**config.mk**
```make
export PLATFORM = sky130hd
export DESIGN_NAME = mss_sequencer
export DESIGN_NICKNAME = d
export VERILOG_FILES = /design/src/hdl/mss_pkg.sv /design/src/hdl/mss_sequencer.sv
export SDC_FILE = /design/constraint.sdc
export NUM_CORES = 1
export LEC_CHECK = 0
export BUFFER_PORTS_ARGS = -buffer_cell sky130_fd_sc_hd__buf_2
export CAP_MARGIN = 20
export CORE_AREA = 2 2 85 87
export CTS_BUF_LIST = sky130_fd_sc_hd__clkbuf_2
export DETAILED_ROUTE_END_ITERATION = 6
export DIE_AREA = 0 0 87 89
export GPL_TIMING_DRIVEN = 0
export PLACE_DENSITY = 0.79
export SLEW_MARGIN = 30
export SYNTH_ARGS = -nofsm -noshare
export SYNTH_HDL_FRONTEND = slang
export SYNTH_SLANG_ARGS = --single-unit
```
**constraint.sdc**
```tcl
create_clock -name clk_sys -period 4.1 [get_ports clk_sys]
set_clock_uncertainty 0.05 [all_clocks]
set_input_delay 0.41 -clock clk_sys [delete_from_list [all_inputs] [get_ports clk_sys]]
set_output_delay 0.41 -clock clk_sys [all_outputs]
set_load 0.02 [all_outputs]
```
**src/hdl/mss_pkg.sv**
```systemverilog
// package of constants and types for the motor starter sequencer
// How it works
// - serial, switch and keypad starts are equal
// - single direction: start closes A, stop/trip opens
// - no A feedback in 1 s: alarm, open
// - feedback after 1 s open: stuck alarm
// - reversing: start A closes and holds A
// - reversing transfer delay of 1..125 s
// - direction change: open, wait delay, close other
// - reversing: stop or trip opens closed relay
// - reversing: missing feedback opens closed relay
// - two-speed: A low; B high unless blocked
// - start block: B ignored while stopped
// - low to high: open A, close B, no delay
// - high to low: open B, wait, close A
// - two-speed: stop opens; A fault opens both
// - resistance: A, shorting delay, then B
// - resistance: stop or trip opens both
// - resistance: missing feedback opens both relays
package mss_pkg;
  // ****************************************
  // starter types
  // ****************************************
  localparam logic [1:0] TYPE_FULL_VOLTAGE_SINGLE_DIRECTION = 2'h0;
  localparam logic [1:0] TYPE_FULL_VOLTAGE_BIDIRECTIONAL = 2'h1;
  localparam logic [1:0] TYPE_TWO_SPEED = 2'h2;
  localparam logic [1:0] TYPE_SECONDARY_RESISTANCE = 2'h3;
  // ****************************************
  // timing
  // ****************************************
  localparam int CLK_HZ = 50000000;
  localparam int TICK_MS = 1000;
  localparam int TICK_CYCLES = (CLK_HZ / 1000) * TICK_MS;
  localparam int FEEDBACK_S = 1;
  localparam logic [6:0] FEEDBACK_TICKS = 7'h01;
  localparam logic [6:0] DELAY_MIN = 7'h01;
  localparam logic [6:0] DELAY_MAX = 7'h7d;
  localparam logic [25:0] TICK_RST = 26'h0;
  localparam logic [6:0] CNT_RST = 7'h0;
  typedef enum logic [4:0] {
    ST_IDLE = 5'h01,
    ST_RUN_A = 5'h02,
    ST_RUN_B = 5'h04,
    ST_WAIT_A = 5'h08,
    ST_WAIT_B = 5'h10
  } mss_state_t;
endpackage

```
**src/hdl/mss_sequencer.sv**
```systemverilog
// motor starter sequencer: contactor relay sequencing and feedback supervision
`timescale 1ns/100ps
`default_nettype none
module mss_sequencer #(
  parameter int TICK_CYCLES = mss_pkg::TICK_CYCLES
) (
  input wire logic clk_sys,
  input wire logic rst_n,
  input wire logic [1:0] starter_type,
  input wire logic [6:0] delay_sec,
  input wire logic high_speed_block,
  input wire logic start_a_serial,
  input wire logic start_a_switch,
  input wire logic start_a_keypad,
  input wire logic start_b_serial,
  input wire logic start_b_switch,
  input wire logic start_b_keypad,
  input wire logic stop_cmd,
  input wire logic trip,
  input wire logic status_a,
  input wire logic status_b,
  input wire logic alarm_clear,
  output logic relay_a,
  output logic relay_b,
  output logic open_circuit_alarm,
  output logic stuck_closed_alarm,
  output logic second_tick
);
  // ****************************************
  // state
  // ****************************************
  typedef struct packed {
    mss_pkg::mss_state_t state;
    logic [25:0] div;
    logic tick;
    logic [6:0] seq_cnt;
    logic [6:0] sup_a;
    logic [6:0] sup_b;
    logic rel_a;
    logic rel_b;
    logic occ;
    logic weld;
  } mss_regs_t;

  mss_regs_t cur_ff;
  mss_regs_t nxt_ff;
  logic start_a;
  logic start_b;
  logic stop_any;
  logic [6:0] delay_eff;
  logic fb_miss_a;
  logic fb_miss_b;
  logic weld_a;
  logic weld_b;
  logic occ_evt;

  always_comb
  begin
    start_a = start_a_serial | start_a_switch | start_a_keypad;
    start_b = start_b_serial | start_b_switch | start_b_keypad;
    stop_any = stop_cmd | trip;
    // clamp keeps a zero or oversize setting inside the legal range
    if (delay_sec < mss_pkg::DELAY_MIN)
      delay_eff = mss_pkg::DELAY_MIN;
    else if (delay_sec > mss_pkg::DELAY_MAX)
      delay_eff = mss_pkg::DELAY_MAX;
    else
      delay_eff = delay_sec;
    fb_miss_a = cur_ff.rel_a & ~status_a & (cur_ff.sup_a >= mss_pkg::FEEDBACK_TICKS) & cur_ff.tick;
    fb_miss_b = cur_ff.rel_b & ~status_b & (cur_ff.sup_b >= mss_pkg::FEEDBACK_TICKS) & cur_ff.tick;
    weld_a = ~cur_ff.rel_a & status_a & (cur_ff.sup_a >= mss_pkg::FEEDBACK_TICKS) & cur_ff.tick;
    weld_b = ~cur_ff.rel_b & status_b & (cur_ff.sup_b >= mss_pkg::FEEDBACK_TICKS) & cur_ff.tick;
    // two-speed supervises only the low-speed relay closing
    occ_evt = fb_miss_a | (fb_miss_b & (starter_type != mss_pkg::TYPE_TWO_SPEED));
  end

  always_comb
  begin
    nxt_ff = cur_ff;
    // ****************************************
    // one second tick
    // ****************************************
    nxt_ff.tick = 1'b0;
    if (cur_ff.div >= 26'(TICK_CYCLES - 1))
    begin
      nxt_ff.div = mss_pkg::TICK_RST;
      nxt_ff.tick = 1'b1;
    end
    else
      nxt_ff.div = cur_ff.div + 26'h1;
    if (cur_ff.tick && cur_ff.seq_cnt != mss_pkg::DELAY_MAX)
      nxt_ff.seq_cnt = cur_ff.seq_cnt + 7'h1;
    if (cur_ff.tick && cur_ff.sup_a != mss_pkg::DELAY_MAX)
      nxt_ff.sup_a = cur_ff.sup_a + 7'h1;
    if (cur_ff.tick && cur_ff.sup_b != mss_pkg::DELAY_MAX)
      nxt_ff.sup_b = cur_ff.sup_b + 7'h1;
    // ****************************************
    // sequencing
    // ****************************************
    case (cur_ff.state)
      mss_pkg::ST_IDLE:
      begin
        nxt_ff.rel_a = 1'b0;
        nxt_ff.rel_b = 1'b0;
        if (!stop_any)
        begin
          if (start_a)
            nxt_ff.state = mss_pkg::ST_RUN_A;
          else if (start_b && starter_type == mss_pkg::TYPE_FULL_VOLTAGE_BIDIRECTIONAL)
            nxt_ff.state = mss_pkg::ST_RUN_B;
          else if (start_b && starter_type == mss_pkg::TYPE_TWO_SPEED && !high_speed_block)
            nxt_ff.state = mss_pkg::ST_RUN_B;
          else if (start_b && starter_type == mss_pkg::TYPE_SECONDARY_RESISTANCE)
            nxt_ff.state = mss_pkg::ST_RUN_A;
          else if (start_b && starter_type == mss_pkg::TYPE_FULL_VOLTAGE_SINGLE_DIRECTION)
            nxt_ff.state = mss_pkg::ST_RUN_A;
          nxt_ff.seq_cnt = mss_pkg::CNT_RST;
        end
      end
      mss_pkg::ST_RUN_A:
      begin
        nxt_ff.rel_a = 1'b1;
        if (starter_type == mss_pkg::TYPE_SECONDARY_RESISTANCE)
        begin
          // shorting relay waits out the delay once rel_a is set; status_a is not checked
          if (cur_ff.rel_a && cur_ff.tick && cur_ff.seq_cnt + 7'h1 >= delay_eff)
            nxt_ff.rel_b = 1'b1;
        end
        else if (start_b && starter_type == mss_pkg::TYPE_FULL_VOLTAGE_BIDIRECTIONAL)
        begin
          nxt_ff.rel_a = 1'b0;
          nxt_ff.seq_cnt = mss_pkg::CNT_RST;
          nxt_ff.state = mss_pkg::ST_WAIT_B;
        end
        else if (start_b && starter_type == mss_pkg::TYPE_TWO_SPEED)
        begin
          nxt_ff.rel_a = 1'b0;
          nxt_ff.state = mss_pkg::ST_RUN_B;
        end
      end
      mss_pkg::ST_RUN_B:
      begin
        nxt_ff.rel_b = 1'b1;
        if (start_a && starter_type != mss_pkg::TYPE_SECONDARY_RESISTANCE)
        begin
          nxt_ff.rel_b = 1'b0;
          nxt_ff.seq_cnt = mss_pkg::CNT_RST;
          nxt_ff.state = mss_pkg::ST_WAIT_A;
        end
      end
      mss_pkg::ST_WAIT_A:
      begin
        if (cur_ff.tick && cur_ff.seq_cnt + 7'h1 >= delay_eff)
          nxt_ff.state = mss_pkg::ST_RUN_A;
      end
      mss_pkg::ST_WAIT_B:
      begin
        if (cur_ff.tick && cur_ff.seq_cnt + 7'h1 >= delay_eff)
          nxt_ff.state = mss_pkg::ST_RUN_B;
      end
      default:
        nxt_ff.state = mss_pkg::ST_IDLE;
    endcase
    // stop, trip and missing feedback (except relay b in two-speed) override any sequence step
    if (stop_any || occ_evt)
    begin
      nxt_ff.rel_a = 1'b0;
      nxt_ff.rel_b = 1'b0;
      nxt_ff.state = mss_pkg::ST_IDLE;
    end
    // supervision windows restart at each relay transition
    if (nxt_ff.rel_a != cur_ff.rel_a)
      nxt_ff.sup_a = mss_pkg::CNT_RST;
    if (nxt_ff.rel_b != cur_ff.rel_b)
      nxt_ff.sup_b = mss_pkg::CNT_RST;
    // ****************************************
    // alarms: set wins over clear
    // ****************************************
    if (alarm_clear)
    begin
      nxt_ff.occ = 1'b0;
      nxt_ff.weld = 1'b0;
    end
    if (occ_evt)
      nxt_ff.occ = 1'b1;
    if (weld_a || weld_b)
      nxt_ff.weld = 1'b1;
  end

  always_ff @(posedge clk_sys or negedge rst_n)
  begin
    if (!rst_n)
    begin
      cur_ff <= '{state: mss_pkg::ST_IDLE, div: mss_pkg::TICK_RST, tick: 1'b0,
                  seq_cnt: mss_pkg::CNT_RST, sup_a: mss_pkg::DELAY_MAX, sup_b: mss_pkg::DELAY_MAX,
                  rel_a: 1'b0, rel_b: 1'b0, occ: 1'b0, weld: 1'b0};
    end
    else
      cur_ff <= nxt_ff;
  end

  always_comb
  begin
    relay_a = cur_ff.rel_a;
    relay_b = cur_ff.rel_b;
    open_circuit_alarm = cur_ff.occ;
    stuck_closed_alarm = cur_ff.weld;
    second_tick = cur_ff.tick;
  end
endmodule
`default_nettype wire

```
Yosys cells after proc, flatten, opt, wreduce, memory -nomap -nowiden
Cells that the tools add are included. W data, S select, Z words.

Output and inout bits: 5. Word-level logic and storage cells: 126. Bits of input ports: 23. Register bits after elaboration: 57. Bits in read-only memories: 0. Memory bits (writable): 0. Memories kept: 0. Latch bits: 0.

Muxes and demuxes: 40. Shifts and indexed selects: 0. Reductions and logical operators: 21. Eq/ne operators: 22. Bitwise operators: 23. Div/mod/pow operators: 0. Order comparisons: 6. Add/sub/neg operators: 4. $mul: 0.

Operators with widths (count): $mux W7 (11); $mux W5 (13); $ne A7 B7 Y1 const B (4); $add A26 B1 Y26 const B (1); $ge A26 B26 Y1 const B (1); $mux W26 (1); $pmux W5 S5 (1); $add A7 B1 Y7 const B (3); $pmux W7 S3 (1); $ne A3 B3 Y1 const B (5); $ge A7 B1 Y1 const B (2); $and A1 B1 Y1 (13); $logic_and A1 B1 Y1 (12); $mux W1 (9); $reduce_bool A2 Y1 (4); $ge A7 B7 Y1 (1); $gt A7 B7 Y1 const B (1); $lt A7 B1 Y1 const B (1); $reduce_and A7 Y1 (1); $or A1 B1 Y1 (6); $eq A5 B1 Y1 const B (1); $eq A5 B2 Y1 const B (1); $eq A5 B3 Y1 const B (1); $eq A5 B4 Y1 const B (1); other kinds (13) (21).

Depth between registers and ports, before layout
Word-level depth: 11. Gate-level depth with buffers: 10. Gate-level depth less buffers: 10.

Least setup slack after synthesis
No wires, ideal clock.

Path type: register to register. Start: register cur_ff[18] (netlist bit). End: register cur_ff, in the netlist relay_b. Path slack: 1751 ps. Cell stages (with the launch flop): 11. Library setup time: 65 ps. Data arrival time: 2234 ps. Buffers on the path: 0. Path through: dfrtp_1 -> ha_1 -> inv_1 -> nor2_1 -> xor2_1 -> ha_1 -> nand2_1 -> o21ai_0 -> a21oi_1 -> o41ai_2 -> o21ba_2.

RTL lines: start: declaration (RTL line mss_sequencer.sv:45) `mss_regs_t cur_ff;`; start signal: assignment (RTL line mss_sequencer.sv:194) `cur_ff <= '{state: mss_pkg::ST_IDLE, div: mss_pkg::TICK_RST, tick: 1'b0,`; start signal: assignment (RTL line mss_sequencer.sv:199) `cur_ff <= nxt_ff;`.

==> metrics.md <==
| Metric | Value |
|---|---|
| Outcome | finished clean |
| Lkg Pwr | about 1.9 nW |
| Max_slew headroom | 38.75% |
| Reg2reg path depth | 10 |
| Tmin final | 2970 ps |
| GP Congestion | 0.9166 |
| Setup Buffers After CTS | 0 |
| Aggregate global routing overflow | 0 |
| CTS clk-pin slew, worst paths | 180 ps |
| Vias in the first global route | 2,936 |
| Ratio of final minimum period to clock period | 72.44% |
| Post-synth ARST share | 100.0% |
| Drt via density | 5.891 |
| Sequential Power Share | between 50% and 60% |
| Worst setup startpoint | cur_ff[18]$_DFF_PN0_ |
| Main flop type after synthesis | dfrtp_1 |
| Synth unique cells | between 60 and 70 |
| Final cell count without fillers | 513 |
| Max Root-Sink Buffers | 2 |
| Max-cap violations | 0 |
| Critical Path RT | 4500 ps |
| Sw Ratio | 25.59% |
| R2R Path End | relay_b$_DFF_PN0_ |
| Design Area, Final | 4025 µm² |
| Worst-Skew Late Latency | 500 ps |
| Worst R2R Start | cur_ff[18]$_DFF_PN0_ |
| # IOs | 28 |
| RSZ-0062 raised after global routing | false |
| Num rows | 30 |
| Core footprint | approximately 6700 µm² |
| Commonest non-fill, non-tap cell in the layout | nor2_1 |
| Number of flops mapped to enable cells by yosys | 0 |
| P_sw | about 0.28 mW |
| Share of layout cells above drive strength 1 | 19.40% |
| Seq cells post-synth | 57 |
| Hold Path Class | input port to register |
| Worst R2R Setup Slack | 1130 ps |
| Antenna-violating nets left | 0 |
| Combinational fraction of design power | 8.8% |
| Number of CTS-inserted buffers | 9 |
| Crit path DAT | 3370 ps |
| Worst hold start | alarm_clear |
| Internal power | 0.8040 mW |
| Post-Syn Area per Cell | 9.322 µm² |
| PD cells | about 270 nW/µm² |
| Syn Nets | 428 |
| Initial antenna violation count | 0 |
| Initial DRC Count | 125 |
| Starting density of the core | 54.25% |
| Ant diodes | 0 |
| Largest net degree at the start of global routing | 58 |
| Hold depth | 2 |
| Yosys warns | 0 |
| Filler cells | 578 |
| Wire length per cell | 15.26 µm |
| TritonCTS clock tree | built |
| Die height | 89 µm |
| CP endpoint kind | register |
| Fin. max-slew vios | 0 |
| IO buf count | 25 |
| Worst VDD drop | 0.2078 mV |
| TNS Setup | 0 ps |
| Hold Violations, Final | 0 |
| Die area | 7743 µm² |
| Seq/Total Area, Yosys | around two fifths |
| Max Clk Rate | 0.3367 GHz |
| Worst Path Max Fanout | 8 |
| Most frequent cells in the layout | nor2_1 (60), dfrtp_1 (44), xor2_1 (34) |
| Setup-failing EPs final | 0 |
| Worst-margin pin slew | 908.8 ps |
| Dpl hpwl | 5553 µm |
| Initial DRT Pass Iterations | 5 |
| WHS Endpoint | stuck_closed_alarm$_DFFE_PN0P_ |
| Post-Syn Area | 3645 µm² |
| Tot GR Track Use | 21.79% |
| Area Growth Syn to Fin | 10.44% |
| Clk root buf | clkbuf_2 |
| Placement Cell Area | 3885 µm² |
| Routed via count | 3,022 |
| CP Class | register to register |
| Clock sinks | 57 |
| Syn Inst Count | 391 |
| First-pass GRT wire length | 13,160 µm |
| Placed cells | ~500 |
| # nets final | roughly 470 |
| DRC Markers | 0 |
| H-tree depth | 3 |
| Startpoint Class | register |
| Clock power share | between 30% and 40% |
| Die W | 87 µm |
| Final Routed Wirelength | approximately 8000 µm |
==> layer usage <==
layer / part of all wire [%] / routed length (µm) / track usage [%]
met5: 0 / 0 / 0
met1: 44 / 3412 / 26.33
met4: 2.2 / 173 / 10.09
met3: 4.6 / 359 / 4.340
met2: 50 / 3884 / 37.61
==> cell usage after synthesis, types with 3 or more instances <==
master / number / area, µm²
and3b_1: 3 / 26.28
nor3_1: 5 / 25.02
o211ai_1: 4 / 30.03
nand2_1: 27 / 101.4
and4_1: 5 / 43.79
a21oi_1: 17 / 85.08
xor2_1: 34 / 297.8
dfrtp_1: 44 / 1101
ha_1: 14 / 175.2
dfstp_2: 13 / 341.6
or4_4: 3 / 33.78
buf_6: 3 / 33.78
xnor2_1: 15 / 131.4
nand3_1: 19 / 95.09
o21ai_0: 10 / 50.05
a211o_2: 5 / 50.05
o2111ai_1: 4 / 35.03
and3_1: 5 / 31.28
nand4_1: 17 / 106.4
a31oi_1: 3 / 18.77
inv_1: 17 / 63.81
nor2_1: 60 / 225.2
clkbuf_1: 7 / 26.28
nor4_1: 6 / 37.54
nor2b_1: 3 / 18.77
clkbuf_8: 3 / 41.29
or3_1: 4 / 25.02
==> how the worst max path moves through the flow <==
stage	end	slack [ps]	cells after the start
detailed placement	cur_ff[5]$_DFFE_PN0P_	1220	10
global placement	relay_b$_DFF_PN0_	1250	10
finish	relay_b$_DFF_PN0_	1130	10
floorplan	relay_b$_DFF_PN0_	1750	10
global route	cur_ff[5]$_DFFE_PN0P_	920	9
CTS	relay_b$_DFF_PN0_	1170	10
==> what timing repair did <==
item / 4_1_cts / 5_1_grt
hold buffers: 1 / 0
hold endpoints to repair: 44 / 0
gates resized for setup: 0 / 0
==> sequential cells by signal, indices dropped and copies added, names as in the netlist <==
| register | count |
|---|---|
| relay_a | 1 |
| cur_ff | 52 |
| open_circuit_alarm | 1 |
| second_tick | 1 |
| relay_b | 1 |
| stuck_closed_alarm | 1 |
==> critical path, cell delays in order, from the launching register on <==
cell and delay (ps):
dfrtp_1 510, ha_1 280, inv_1 60, nor2_1 130, xor2_1 230, ha_1 190
nand2_1 60, o21ai_0 250, a21oi_1 150, o41ai_2 760, o21ba_2 260
==> logic make-up (layout without fill, tap and decap cells) <==
| group | after synthesis | count (layout) | synth area share (%) |
|---|---|---|---|
| compound gates | 65 | 65 | 13.22 |
| xor+xnor | 49 | 49 | 11.78 |
| fa+ha+maj | 14 | 14 | 4.806 |
| buf+inv | 33 | 75 | 5.012 |
| flops | 57 | 57 | 39.58 |
| mux | 3 | 3 | 0.8582 |
| simple gates | 170 | 170 | 24.75 |
==> power groups by stage <==
stage	Clock [mW]	Sequential, mW	Combinational (mW)
final	0.409	0.576	0.0954
after detailed placement	0	0.585	0.0936
after CTS	0.420	0.576	0.0951
after global placement	0	0.585	0.0909
after floorplan	0	0.584	0.0577
after global routing	0.444	0.577	0.106
==> final cells by class <==
type                    instances  area [µm²]  share of cell area (%)
clock buffers                   9       45.04                   1.119
flip-flops and latches         57        1443                   35.84
clock inverters                 7       85.08                   2.114
plain buffers                  16       118.9                   2.953
repair buffers                 26       137.6                   3.419
well taps                      80       100.1                   2.487
multi-input cells             301        2032                   50.48
inverters                      17       63.81                   1.585
==> per-stage QoR <==
step | hold slack [ps] | setup WS (ps) | total power, mW | util, %
floorplan | 64.41 | 1751 | 0.6420 | -
global placement | 419.2 | 1254 | 0.6760 | 57.60
detailed placement | 434.0 | 1223 | 0.6790 | 57.82
CTS | 22.26 | 1172 | 1.091 | 59.91
global route | 32.72 | 916.9 | 1.126 | 59.91
finish | 68.32 | 1130 | 1.080 | 59.91
Power figures use the tool's default switching activity.
